$ cat src/hdl/clkgen_pkg.sv
// Constants, register map and carrier types of the clock source generator.
// Assumes one 50 MHz system clock; every oscillator arrives as a one-cycle tick.
// Contract
// - Main oscillator runs after reset, not CPU source
// - Stop mode disconnects main and sub feedback resistors
// - main_fb_resistor_off set leaves feedback resistor open
// - PLL held stopped after reset until enabled
// - PLL clock is main divided, then multiplied
// - fast_osc_clock comes straight from fast oscillator
// - fast_div_clock divides fast oscillator, stopped after reset
// - Main loss with fast selected switches to fast_div_clock
// - Main loss with slow selected starts slow oscillator
// - onchip_clock_select forces slow_osc_off to zero
// - Sub oscillator stopped, resistor open after reset
// - CPU divides by 1-16; sub clock undivided
// - Reset CPU clock is slow oscillator by eight
// - Stop mode, or main stopped with onchip_clock_select clear, forces div8_force
// - Fast divider register writable only when unlocked
// - clock_lock blocks main stop, sub select, detect enable and PLL writes, cannot clear
package clkgen_pkg;
    localparam int ADDR_W = 4;
    localparam int DATA_W = 8;

    localparam logic [3:0] OFS_OSC_CTRL0  = 4'h0;
    localparam logic [3:0] OFS_OSC_CTRL1  = 4'h1;
    localparam logic [3:0] OFS_DETECT     = 4'h2;
    localparam logic [3:0] OFS_PLL        = 4'h3;
    localparam logic [3:0] OFS_FAST_OSC   = 4'h4;
    localparam logic [3:0] OFS_FAST_DIV   = 4'h5;
    localparam logic [3:0] OFS_UNLOCK     = 4'h6;
    localparam logic [3:0] OFS_LOCK       = 4'h7;
    localparam logic [3:0] OFS_STATUS     = 4'h8;

    // Control 0
    localparam int B_MAIN_STOP  = 0;
    localparam int B_SUB_EN     = 1;
    localparam int B_SUB_DRIVE  = 2;
    localparam int B_DIV8       = 3;
    localparam int B_SUB_SEL    = 4;
    localparam int B_MAIN_DRIVE = 5;
    // Control 1
    localparam int B_FB_OFF     = 0;
    localparam int B_SLOW_OFF   = 1;
    localparam int B_CPU_DIV    = 2;
    // Detect
    localparam int B_DET_EN     = 0;
    localparam int B_ONCHIP_SEL = 1;
    localparam int B_MAIN_DEAD  = 3;
    localparam int B_DET_ACT    = 7;
    // PLL
    localparam int B_PLL_MULT   = 0;
    localparam int B_PLL_REF    = 4;
    localparam int B_PLL_ON     = 7;
    // Fast oscillator, unlock, lock
    localparam int B_FAST_ON    = 0;
    localparam int B_FAST_SEL   = 1;
    localparam int B_UNLOCK     = 0;
    localparam int B_LOCK       = 1;
    // Status
    localparam int B_ACT_SRC    = 0;
    localparam int B_ACT_SHIFT  = 4;

    localparam logic [7:0] RST_OSC_CTRL0 = 8'h08;
    localparam logic [7:0] RST_OSC_CTRL1 = 8'h00;
    localparam logic [7:0] RST_DETECT    = 8'h02;
    localparam logic [7:0] RST_PLL       = 8'h12;
    localparam logic [7:0] RST_FAST_OSC  = 8'h00;
    localparam logic [2:0] RST_FAST_DIV  = 3'h0;

    localparam logic [2:0] SHIFT_DIV8    = 3'h3;
    localparam logic [2:0] SHIFT_DIV16   = 3'h4;

    typedef enum logic [2:0] {SRC_MAIN, SRC_PLL, SRC_FAST, SRC_SLOW, SRC_SUB} src_t;

    typedef struct packed {
        logic [ADDR_W-1:0] addr;
        logic [DATA_W-1:0] wdata;
        logic              we;
        logic              re;
    } reg_req_t;

    typedef struct packed {
        logic main;
        logic pll;
        logic fast;
        logic slow;
        logic sub;
    } osc_ticks_t;

    typedef struct packed {
        logic       main_run;
        logic       main_fb_connect;
        logic       main_drive_high;
        logic       pll_run;
        logic [1:0] pll_ref_div;
        logic [2:0] pll_mult;
        logic       fast_run;
        logic       slow_run;
        logic       sub_run;
        logic       sub_fb_connect;
        logic       sub_drive_high;
    } osc_ctrl_t;
endpackage : clkgen_pkg

$ cat src/hdl/tick_divider.sv
// Divides a tick stream by ratio + 1 and emits one registered tick per period.
// Assumes tick is a one-cycle enable in the clk_sys domain.
module tick_divider #(
    parameter int W = 3
) (
    input  wire logic         clk_sys,
    input  wire logic         nrst,
    input  wire logic         tick,
    input  wire logic [W-1:0] ratio,
    output logic              div_tick
);
    typedef struct packed {
        logic [W-1:0] cnt;
        logic         pulse;
    } div_state_t;

    div_state_t st_ff;
    div_state_t nxt_st;

    always_comb
    begin
        nxt_st = st_ff;
        nxt_st.pulse = 1'b0;
        if (tick)
        begin
            // Ratio is compared on every tick, so lowering it to or below the count ends the period at the next tick
            if (st_ff.cnt >= ratio)
            begin
                nxt_st.cnt = '0;
                nxt_st.pulse = 1'b1;
            end
            else
            begin
                nxt_st.cnt = st_ff.cnt + W'(1);
            end
        end
    end

    always_ff @(posedge clk_sys or negedge nrst)
    begin
        if (!nrst)
            st_ff <= '0;
        else
            st_ff <= nxt_st;
    end

    assign div_tick = st_ff.pulse;
endmodule : tick_divider

$ cat src/hdl/cpu_clock_switch.sv
// Picks the CPU clock source and divides it by a power of two.
// Assumes source ticks are one-cycle enables; main_dead flags a lost main oscillator.
module cpu_clock_switch (
    input  wire logic                 clk_sys,
    input  wire logic                 nrst,
    input  wire clkgen_pkg::osc_ticks_t ticks,
    input  wire clkgen_pkg::src_t     req_src,
    input  wire logic [2:0]           req_shift,
    input  wire logic                 main_dead,
    output logic                      cpu_clk_en,
    output clkgen_pkg::src_t          act_src,
    output logic [2:0]                act_shift
);
    typedef struct packed {
        clkgen_pkg::src_t src;
        logic [2:0]       shift;
        logic [3:0]       cnt;
        logic             pulse;
    } sw_state_t;

    sw_state_t  st_ff;
    sw_state_t  nxt_st;
    logic       tick;
    logic       dead;
    logic [3:0] limit;

    always_comb
    begin
        unique case (st_ff.src)
            clkgen_pkg::SRC_MAIN: tick = ticks.main;
            clkgen_pkg::SRC_PLL:  tick = ticks.pll;
            clkgen_pkg::SRC_FAST: tick = ticks.fast;
            clkgen_pkg::SRC_SLOW: tick = ticks.slow;
            clkgen_pkg::SRC_SUB:  tick = ticks.sub;
            default:              tick = 1'b0;
        endcase
        dead = main_dead && (st_ff.src == clkgen_pkg::SRC_MAIN
                             || st_ff.src == clkgen_pkg::SRC_PLL);
        limit = 4'((5'h01 << st_ff.shift) - 5'h01);
        nxt_st = st_ff;
        nxt_st.pulse = 1'b0;
        if (dead)
        begin
            // A dead source never ends its period, so the partial period is dropped
            nxt_st.src = req_src;
            nxt_st.shift = req_shift;
            nxt_st.cnt = 4'h0;
        end
        else if (tick)
        begin
            if (st_ff.cnt == limit)
            begin
                nxt_st.pulse = 1'b1;
                nxt_st.cnt = 4'h0;
                nxt_st.src = req_src;
                nxt_st.shift = req_shift;
            end
            else
            begin
                nxt_st.cnt = st_ff.cnt + 4'h1;
            end
        end
        else if (st_ff.cnt == 4'h0)
        begin
            nxt_st.src = req_src;
            nxt_st.shift = req_shift;
        end
    end

    always_ff @(posedge clk_sys or negedge nrst)
    begin
        if (!nrst)
        begin
            st_ff.src <= clkgen_pkg::SRC_SLOW;
            st_ff.shift <= clkgen_pkg::SHIFT_DIV8;
            st_ff.cnt <= 4'h0;
            st_ff.pulse <= 1'b0;
        end
        else
        begin
            st_ff <= nxt_st;
        end
    end

    assign cpu_clk_en = st_ff.pulse;
    assign act_src = st_ff.src;
    assign act_shift = st_ff.shift;
endmodule : cpu_clock_switch

$ cat src/hdl/clock_source_generator.sv
// Clock source generator: oscillator controls, PLL settings, fallback and CPU clock.
// Assumes oscillator ticks, stop mode and main-loss level are synchronous to clk_sys.
module clock_source_generator #(
    parameter int FAST_DIV_W = 3
) (
    input  wire logic                   clk_sys,
    input  wire logic                   nrst,
    input  wire clkgen_pkg::reg_req_t   reg_req,
    output logic [clkgen_pkg::DATA_W-1:0] reg_rdata,
    input  wire clkgen_pkg::osc_ticks_t osc_ticks,
    input  wire logic                   stop_mode,
    input  wire logic                   main_stopped,
    output clkgen_pkg::osc_ctrl_t       osc_ctrl,
    output clkgen_pkg::osc_ticks_t      src_clk_en,
    output logic                        fast_osc_clock_en,
    output logic                        cpu_clk_en
);
    typedef struct packed {
        logic                  main_osc_stop;
        logic                  main_fb_resistor_off;
        logic                  main_drive_high;
        logic                  sub_osc_enable;
        logic                  sub_drive_high;
        logic                  div8_force;
        logic                  sub_select;
        logic                  slow_osc_off;
        logic [1:0]            cpu_div_select;
        logic                  osc_detect_enable;
        logic                  onchip_clock_select;
        logic                  detect_action_select;
        logic [2:0]            pll_mult;
        logic [1:0]            pll_ref_div;
        logic                  pll_on;
        logic                  fast_osc_on;
        logic                  onchip_osc_select;
        logic [FAST_DIV_W-1:0] fast_div;
        logic                  clock_write_unlock;
        logic                  clock_lock;
        logic [7:0]            rdata;
    } ctl_state_t;

    ctl_state_t       st_ff;
    ctl_state_t       nxt_st;
    clkgen_pkg::src_t req_src;
    clkgen_pkg::src_t act_src;
    logic [2:0]       req_shift;
    logic [2:0]       act_shift;
    logic             fast_div_tick;
    logic             wr;
    logic [7:0]       wd;
    clkgen_pkg::osc_ticks_t gated;

    assign wr = reg_req.we;
    assign wd = reg_req.wdata;

    always_comb
    begin
        nxt_st = st_ff;
        nxt_st.rdata = 8'h00;
        if (wr)
        begin
            unique case (reg_req.addr)
                clkgen_pkg::OFS_OSC_CTRL0:
                begin
                    if (!st_ff.clock_lock)
                    begin
                        nxt_st.main_osc_stop = wd[clkgen_pkg::B_MAIN_STOP];
                        nxt_st.sub_select = wd[clkgen_pkg::B_SUB_SEL];
                    end
                    nxt_st.sub_osc_enable = wd[clkgen_pkg::B_SUB_EN];
                    nxt_st.sub_drive_high = wd[clkgen_pkg::B_SUB_DRIVE];
                    nxt_st.div8_force = wd[clkgen_pkg::B_DIV8];
                    nxt_st.main_drive_high = wd[clkgen_pkg::B_MAIN_DRIVE];
                end
                clkgen_pkg::OFS_OSC_CTRL1:
                begin
                    nxt_st.main_fb_resistor_off = wd[clkgen_pkg::B_FB_OFF];
                    nxt_st.slow_osc_off = wd[clkgen_pkg::B_SLOW_OFF];
                    nxt_st.cpu_div_select = wd[clkgen_pkg::B_CPU_DIV +: 2];
                end
                clkgen_pkg::OFS_DETECT:
                begin
                    if (!st_ff.clock_lock)
                        nxt_st.osc_detect_enable = wd[clkgen_pkg::B_DET_EN];
                    nxt_st.onchip_clock_select = wd[clkgen_pkg::B_ONCHIP_SEL];
                    nxt_st.detect_action_select = wd[clkgen_pkg::B_DET_ACT];
                end
                clkgen_pkg::OFS_PLL:
                begin
                    if (!st_ff.clock_lock)
                    begin
                        nxt_st.pll_mult = wd[clkgen_pkg::B_PLL_MULT +: 3];
                        nxt_st.pll_ref_div = wd[clkgen_pkg::B_PLL_REF +: 2];
                        nxt_st.pll_on = wd[clkgen_pkg::B_PLL_ON];
                    end
                end
                clkgen_pkg::OFS_FAST_OSC:
                begin
                    nxt_st.fast_osc_on = wd[clkgen_pkg::B_FAST_ON];
                    nxt_st.onchip_osc_select = wd[clkgen_pkg::B_FAST_SEL];
                end
                clkgen_pkg::OFS_FAST_DIV:
                begin
                    if (st_ff.clock_write_unlock)
                        nxt_st.fast_div = wd[FAST_DIV_W-1:0];
                end
                clkgen_pkg::OFS_UNLOCK:
                    nxt_st.clock_write_unlock = wd[clkgen_pkg::B_UNLOCK];
                clkgen_pkg::OFS_LOCK:
                    nxt_st.clock_lock = st_ff.clock_lock | wd[clkgen_pkg::B_LOCK];
                default:
                    nxt_st.clock_lock = st_ff.clock_lock;
            endcase
        end
        // Hardware sets are applied after the write so they win over a clearing write
        if (main_stopped && st_ff.osc_detect_enable && st_ff.detect_action_select)
            nxt_st.onchip_clock_select = 1'b1;
        if (nxt_st.onchip_clock_select)
            nxt_st.slow_osc_off = 1'b0;
        if (stop_mode || (!st_ff.onchip_clock_select && st_ff.main_osc_stop))
            nxt_st.div8_force = 1'b1;
        if (reg_req.re)
        begin
            unique case (reg_req.addr)
                clkgen_pkg::OFS_OSC_CTRL0:
                    nxt_st.rdata = {2'b00, st_ff.main_drive_high, st_ff.sub_select,
                                    st_ff.div8_force, st_ff.sub_drive_high,
                                    st_ff.sub_osc_enable, st_ff.main_osc_stop};
                clkgen_pkg::OFS_OSC_CTRL1:
                    nxt_st.rdata = {4'h0, st_ff.cpu_div_select, st_ff.slow_osc_off,
                                    st_ff.main_fb_resistor_off};
                clkgen_pkg::OFS_DETECT:
                    nxt_st.rdata = {st_ff.detect_action_select, 3'b000, main_stopped,
                                    1'b0, st_ff.onchip_clock_select,
                                    st_ff.osc_detect_enable};
                clkgen_pkg::OFS_PLL:
                    nxt_st.rdata = {st_ff.pll_on, 1'b0, st_ff.pll_ref_div, 1'b0,
                                    st_ff.pll_mult};
                clkgen_pkg::OFS_FAST_OSC:
                    nxt_st.rdata = {6'h00, st_ff.onchip_osc_select, st_ff.fast_osc_on};
                clkgen_pkg::OFS_FAST_DIV:
                    nxt_st.rdata = 8'(st_ff.fast_div);
                clkgen_pkg::OFS_UNLOCK:
                    nxt_st.rdata = {7'h00, st_ff.clock_write_unlock};
                clkgen_pkg::OFS_LOCK:
                    nxt_st.rdata = {6'h00, st_ff.clock_lock, 1'b0};
                clkgen_pkg::OFS_STATUS:
                    nxt_st.rdata = {1'b0, act_shift, 1'b0, act_src};
                default:
                    nxt_st.rdata = 8'h00;
            endcase
        end
    end

    always_ff @(posedge clk_sys or negedge nrst)
    begin
        if (!nrst)
        begin
            st_ff <= '0;
            st_ff.main_osc_stop <= clkgen_pkg::RST_OSC_CTRL0[clkgen_pkg::B_MAIN_STOP];
            st_ff.sub_osc_enable <= clkgen_pkg::RST_OSC_CTRL0[clkgen_pkg::B_SUB_EN];
            st_ff.div8_force <= clkgen_pkg::RST_OSC_CTRL0[clkgen_pkg::B_DIV8];
            st_ff.slow_osc_off <= clkgen_pkg::RST_OSC_CTRL1[clkgen_pkg::B_SLOW_OFF];
            st_ff.onchip_clock_select <= clkgen_pkg::RST_DETECT[clkgen_pkg::B_ONCHIP_SEL];
            st_ff.pll_mult <= clkgen_pkg::RST_PLL[clkgen_pkg::B_PLL_MULT +: 3];
            st_ff.pll_ref_div <= clkgen_pkg::RST_PLL[clkgen_pkg::B_PLL_REF +: 2];
            st_ff.pll_on <= clkgen_pkg::RST_PLL[clkgen_pkg::B_PLL_ON];
            st_ff.fast_osc_on <= clkgen_pkg::RST_FAST_OSC[clkgen_pkg::B_FAST_ON];
            st_ff.fast_div <= FAST_DIV_W'(clkgen_pkg::RST_FAST_DIV);
        end
        else
        begin
            st_ff <= nxt_st;
        end
    end

    // Requested source and ratio; the switch applies them at a period boundary
    always_comb
    begin
        if (st_ff.sub_select)
            req_src = clkgen_pkg::SRC_SUB;
        else if (st_ff.onchip_clock_select)
            req_src = st_ff.onchip_osc_select ? clkgen_pkg::SRC_FAST : clkgen_pkg::SRC_SLOW;
        else
            req_src = st_ff.pll_on ? clkgen_pkg::SRC_PLL : clkgen_pkg::SRC_MAIN;
        if (st_ff.sub_select)
            req_shift = 3'h0;
        else if (st_ff.div8_force)
            req_shift = clkgen_pkg::SHIFT_DIV8;
        else if (st_ff.cpu_div_select == 2'h3)
            req_shift = clkgen_pkg::SHIFT_DIV16;
        else
            req_shift = {1'b0, st_ff.cpu_div_select};
    end

    // Ticks pass only while their oscillator is enabled
    always_comb
    begin
        gated.main = osc_ticks.main && !st_ff.main_osc_stop;
        gated.pll = osc_ticks.pll && st_ff.pll_on && !main_stopped;
        gated.fast = fast_div_tick;
        gated.slow = osc_ticks.slow && !st_ff.slow_osc_off;
        gated.sub = osc_ticks.sub && st_ff.sub_osc_enable;
    end

    tick_divider #(
        .W (FAST_DIV_W)
    ) u_fast_div (
        .clk_sys  (clk_sys),
        .nrst     (nrst),
        .tick     (osc_ticks.fast && st_ff.fast_osc_on),
        .ratio    (st_ff.fast_div),
        .div_tick (fast_div_tick)
    );

    cpu_clock_switch u_cpu_sw (
        .clk_sys    (clk_sys),
        .nrst       (nrst),
        .ticks      (gated),
        .req_src    (req_src),
        .req_shift  (req_shift),
        .main_dead  (main_stopped),
        .cpu_clk_en (cpu_clk_en),
        .act_src    (act_src),
        .act_shift  (act_shift)
    );

    assign src_clk_en = gated;
    assign fast_osc_clock_en = osc_ticks.fast && st_ff.fast_osc_on;
    assign reg_rdata = st_ff.rdata;

    // Analog macro controls; the PLL macro does the division and multiplication itself
    always_comb
    begin
        osc_ctrl.main_run = !st_ff.main_osc_stop;
        osc_ctrl.main_fb_connect = !st_ff.main_fb_resistor_off && !stop_mode;
        osc_ctrl.main_drive_high = st_ff.main_drive_high;
        osc_ctrl.pll_run = st_ff.pll_on;
        osc_ctrl.pll_ref_div = st_ff.pll_ref_div;
        osc_ctrl.pll_mult = st_ff.pll_mult;
        osc_ctrl.fast_run = st_ff.fast_osc_on;
        osc_ctrl.slow_run = !st_ff.slow_osc_off;
        osc_ctrl.sub_run = st_ff.sub_osc_enable;
        osc_ctrl.sub_fb_connect = st_ff.sub_osc_enable && !stop_mode;
        osc_ctrl.sub_drive_high = st_ff.sub_drive_high;
    end
endmodule : clock_source_generator

$ cat config.mk
export PLATFORM = sky130hd
export DESIGN_NAME = clock_source_generator
export DESIGN_NICKNAME = d
export VERILOG_FILES = /design/src/hdl/clkgen_pkg.sv /design/src/hdl/tick_divider.sv /design/src/hdl/cpu_clock_switch.sv /design/src/hdl/clock_source_generator.sv
export SDC_FILE = /design/constraint.sdc
export NUM_CORES = 1
export LEC_CHECK = 0
export BUFFER_PORTS_ARGS = -buffer_cell sky130_fd_sc_hd__buf_2
export CORE_MARGIN = 2
export CORE_UTILIZATION = 25
export DETAILED_ROUTE_END_ITERATION = 10
export PLACE_DENSITY = 0.53
export SYNTH_ARGS = -nofsm -noshare
export SYNTH_HDL_FRONTEND = slang
export SYNTH_HIERARCHICAL = 1
export SYNTH_SLANG_ARGS = --single-unit
$ cat constraint.sdc
create_clock -name clk_sys -period 2.54 [get_ports clk_sys]
set_clock_uncertainty 0.1 [all_clocks]
set_input_delay 0.635 -clock clk_sys [delete_from_list [all_inputs] [get_ports clk_sys]]
set_output_delay 0.635 -clock clk_sys [all_outputs]
set_load 0.01 [all_outputs]
# Word level (Yosys, flattened, before mapping)
# Cells that the tools add are included.
# word_totals
ff_bits	49
in_bits	23
out_inout_bits	29
wordCells	128
# op_classes
n_addsub	3
order_cmp	1
eq_ne	15
shifts	1
mux	37
n_bitwise	2
reduce_logical	42
# ops
operator	count
8-bit case mux with 9 select lines	1
6-bit two-way mux	5
3-bit two-way mux	9
21-bit two-way mux	1
2-bit AND reduction	9
4-bit by 3-bit equality test with 1-bit output, second input constant	4
1-bit two-way mux	13
1-bit logical AND	12
3-bit AND reduction	4
10-bit two-way mux	1
2-bit nonzero test	5
4-bit by 2-bit equality test with 1-bit output, second input constant	2
4-bit logical NOT	2
8-bit two-way mux	1
3-bit by 2-bit equality test with 1-bit output, second input constant	2
1-bit logical NOT	6
2-bit two-way mux	3
5-bit two-way mux	1
1-bit case mux with 5 select lines	1
4-bit by 1-bit adder with 4-bit output, second input constant	1
4-bit by 1-bit equality test with 1-bit output, second input constant	1
4-bit equality test	1
4-bit equality test, second input constant	1
4-bit two-way mux	1
13 further kinds	14

# Logic depth before layout (Yosys ltp)
# depth
depth_word	7
mapped_depth	8
mapped_depth_nobuf	8

# Modules after synthesis
# Netlist, hierarchy kept.
# modules_own_cells
module	instances	cells_per_inst	area_each_um2	seq_area_each_um2
clock_source_generator	1	170	1876.8	855.8
cpu_clock_switch	1	75	728.2	280.3
tick_divider	1	25	255.2	100.1

# Worst setup path after synthesis
# Ideal clock, no wire load.
# synth_timing
path_kind	input to register
from	input osc_ticks[4] in the netlist's numbering
to	register u_cpu_sw/st_ff[4] in the netlist's numbering
setup_ps	82
t_arrival_ps	2166
required_time_ps	2358
path_slack_ps	192
cell_stages	7
path_buffers	1
path_cell_list	nor2b_1 > mux2i_1 > o32a_1 > and2_4 > buf_6 > or4_1 > a31oi_1
# synth_via
elab_chain_len	3
# synth_lines
item	line_no	text
from (decl)	clock_source_generator.sv:10	input wire clkgen_pkg::osc_ticks_t osc_ticks,
1-bit logical AND	clock_source_generator.sv:199	gated.main = osc_ticks.main && !st_ff.main_osc_stop;
1-bit case mux with 5 select lines	cpu_clock_switch.sv:29	unique case (st_ff.src)
2-bit nonzero test (no source line)	n/a	
to (signal assigned)	cpu_clock_switch.sv:81	st_ff <= nxt_st;
to (decl)	cpu_clock_switch.sv:21	sw_state_t st_ff;
# Every way passes these cells.
# A chain may end at the register's enable or synchronous reset.

# Worst setup path in the final report
# layout_timing
from	register u_cpu_sw.st_ff (netlist bit u_cpu_sw/act_shift[0])
to	register u_cpu_sw/st_ff[4] in the netlist's numbering
# layout_via
elab_chain_len	6
# layout_lines
item	line_no	text
1-bit by 3-bit left shift with 4-bit output	cpu_clock_switch.sv:39	limit = 4'((5'h01 << st_ff.shift) - 5'h01);
4-bit by 1-bit subtractor with 4-bit output	cpu_clock_switch.sv:39	
4-bit equality test	cpu_clock_switch.sv:51	if (st_ff.cnt == limit)
4-bit two-way mux	cpu_clock_switch.sv:51	
5-bit two-way mux	cpu_clock_switch.sv:49	else if (tick)
10-bit two-way mux	cpu_clock_switch.sv:42	if (dead)
# Every way passes these cells. The select of a mux whose other input is x is not followed.

==> summary.txt <==
Global route
  – Vias in the first global route: 2016
  – First-pass GRT wire length: 11300 um
  – Largest net degree at the start of global routing: 27
  – GRT overflow: 0
  – Initial antenna violation count: 0
  – Total GRT Usage: 11.5%

Placement
  – Number of port buffers: 50
  – Routability Congestion: 0.795
  – Final HPWL DP: 5270 um
  – Placed Cells: approximately 440

Clock network
  – Cts bufs inserted: 5
  – Cts hold-fix bufs: 0
  – # H-tree levels: 2
  – TritonCTS clock tree: yes
  – Clk pin slew, worst setup/hold paths: 0.07 ns
  – Clk buf depth: 2
  – CTS root buf: clkbuf_16
  – Latest clock arrival within the worst-skew pair: 0.29 ns
  – Clock sinks: 49

Pwr
  – Pwr dens: 854 mW/mm2
  – Clk pwr share: 23.8%
  – Static Leakage: 1.51 nW
  – Internal: 1.86 mW
  – Reg power frac: 42.6%
  – Psw: between 0.9 and 1 mW
  – Comb pwr share: 33.6%
  – Max VDD drop: 0.317 mV
  – Net Sw Frac: 33.8%

STA
  – Worst slew margin: 61.8%
  – Final setup viols: 0
  – F_max: 410 MHz
  – Final Max Slew Viols: 0
  – Hold Fails Final Rpt: 0
  – Tcrit/Tclk final: a little over nine tenths
  – Measured slew at the worst slew-check pin: ~0.57 ns
  – RSZ-0062 raised after global routing: no
  – Post-layout min period: 2.44 ns

Outcome
  – Status: completed

Synth
  – Yosys warns: 6
  – Cell accounting for the most synthesized area: dfrtp_1
  – Syn nets: 300
  – Syn Area/Cell: 10.6 um2
  – Top cell type's share of synthesized area: 35.9%
  – Post-synth EDFFs: 0
  – Main synth FF type: dfrtp_1
  – Post-Synthesis Cells: 270
  – Cell variety after synth: 55
  – Fraction of registers with async set/reset: 100%
  – Synth area leaders: dfrtp_1, mux2_2, dfstp_2
  – Register area share after synthesis: 43.2%
  – Post-Syn Area: ~0.0029 mm2
  – Synth Register Bits: 49

Drt
  – Vias per inst: 4.59
  – Via count of the routed design: 2048
  – Total Wirelength: 6950 um
  – DRT iter0 DRCs: about 120
  – DRC: 0
  – Post-DRT Antenna Nets: 0
  – Drt first pass iters: 4
  – DR WL/cell: 15.6 um

Setup path
  – Launch point of the worst reg-to-reg path: u_cpu_sw/act_shift[0]
  – Setup crit end: u_cpu_sw/st_ff[4]
  – CP Cell Sequence: or3_1 -> ha_1 -> xnor2_2 -> mux2i_1 -> a211oi_2 -> or4_1 -> a31oi_1
  – Startpoint types: flop
  – Worst Path Max Fanout: 5
  – CP max stage delay: 0.52 ns
  – Worst setup path class: reg -> reg
  – Worst setup path start: u_cpu_sw/act_shift[0]
  – Reg2reg path depth: 7
  – R2R Setup Slk: 0.1 ns
  – CP arrival: 2.55 ns
  – CP max-delay cell: or4_1
  – Worst R2R End: u_cpu_sw/st_ff[4]
  – CP required: about 2.7 ns
  – Crit. End Element: flop

Finish
  – Ant diodes: 0
  – Final Non-Filler Cells: 446
  – Synth-to-Final Area Change: 14.8%
  – Layout Nets: 333
  – Share of cells above drive strength 1: between 30% and 40%
  – Commonest non-fill, non-tap cell in the layout: buf_2
  – Commonest non-fill, non-tap cells in the layout: buf_2, dfrtp_1, mux2_2, nand2_1, nor2_1
  – Fill count: 1197
  – Final Core Density: 29.1%

Die
  – Die height: around 110 um
  – I/O pin cnt: 52
  – DIE WIDTH: roughly 110 um
  – Core Area: approximately 0.011 mm2
  – Row cnt: 39
  – Die area: 0.0123 mm2
  – Initial core utilization: roughly 25%

Hold path
  – Hold crit path type: in -> async

Flow run
  – Max-cap viol count: 0
-- sequential cells by signal (all words and copies together), names as in the netlist --
signal	cells
st_ff	16
osc_ctrl	10
reg_rdata	8
u_cpu_sw/st_ff	4
u_cpu_sw/act_shift	3
u_cpu_sw/act_src	3
u_fast_div/st_ff	3
u_cpu_sw/cpu_clk_en	1
u_fast_div/div_tick	1
-- Yosys cell counts (5+ instances only) --
master   count
dfrtp_1     41
mux2_2      29
buf_4       27
nand2_1     19
nor2_1      17
inv_1       15
mux2i_1     11
dfstp_2      8
nor2b_1      8
a21oi_1      7
ha_1         7
nand3_1      7
a32oi_1      6
and2_1       5
-- through the flow --
step / cell area [um2] / power, mW / setup WS [ns] / setup TNS (ns) / hold WS, ns
after floorplan: 2860 / 1.92 / 0.192 / 0 / 0.239
after global routing: 3280 / 3.00 / 0.00446 / 0 / 0.263
after global placement: 3110 / 2.08 / 0.0414 / 0 / 0.408
after detailed placement: 3110 / 2.12 / -0.0337 / -0.0373 / 0.407
final: 3280 / 2.80 / 0.0983 / 0 / 0.234
after CTS: 3270 / 2.81 / 0.0464 / 0 / 0.252
-- cells by family after synthesis --
| kind of cell | after synthesis | share of synthesized area, % |
|---|---|---|
| AND/OR/NAND/NOR | 85 | 16.7 |
| flip-flops | 49 | 43.2 |
| buffers and inverters | 46 | 9.97 |
| multiplexers | 43 | 16.4 |
| AO/OA/AOI/OAI | 37 | 9.67 |
| adder cells (fa/ha/maj) | 7 | 3.06 |
| XOR/XNOR | 3 | 0.919 |
-- power by group through the flow --
stage / Sequential (mW) / Clock [mW] / Combinational (mW)
floorplan: 1.14 / 0 / 0.786
global placement: 1.21 / 0 / 0.877
detailed placement: 1.21 / 0 / 0.901
CTS: 1.20 / 0.686 / 0.926
global route: 1.23 / 0.725 / 1.05
finish: 1.20 / 0.667 / 0.941
-- layer usage --
metal	GRT usage [%]	part of all wire (%)	routed length, um	vias to the layer above
li1	-	-	-	1000
met1	16.3	49	3430	1003
met2	18.0	47	3240	37
met3	2.41	2.8	195	8
met4	3.00	1.1	79	0
met5	0	0	0	-
-- what timing repair did --
action                                  4_1_cts  5_1_grt
pin swaps                                     1        0
resized for setup                             1        1
setup buffers                                 1        1
endpoints found under the setup margin        3        5
-- final cells by class --
class,instances,area (um2),area share [%]
clock buffers,6,139,4.23
flip-flops and latches,49,1240,37.6
well taps,143,179,5.45
repair buffers,57,315,9.60
clock inverters,1,7.51,0.229
inverters,15,56.3,1.71
multi-input cells,175,1350,41.1
-- critical path, delay by kind of cell, from the launching register on --
kind            cells  cell delay, ns
flops               1            0.39
simple gates        2            0.87
fa+ha+maj           1            0.23
mux                 1            0.28
xor+xnor            1            0.19
compound gates      2            0.31
-- how the worst min path moves through the flow --
| stage | from | to | slack, ns | cells after the start |
|---|---|---|---|---|
| CTS | nrst | u_fast_div/st_ff[3] | 0.25 | 1 |
| floorplan | nrst | osc_ctrl[0] | 0.24 | 0 |
| global route | nrst | u_fast_div/st_ff[3] | 0.26 | 1 |
| global placement | u_fast_div/st_ff[3] | u_fast_div/st_ff[3] | 0.41 | 1 |
| detailed placement | u_fast_div/st_ff[3] | u_fast_div/st_ff[3] | 0.41 | 1 |
| finish | nrst | u_fast_div/st_ff[3] | 0.23 | 1 |
Note: power is estimated with default switching activity, not from simulation.
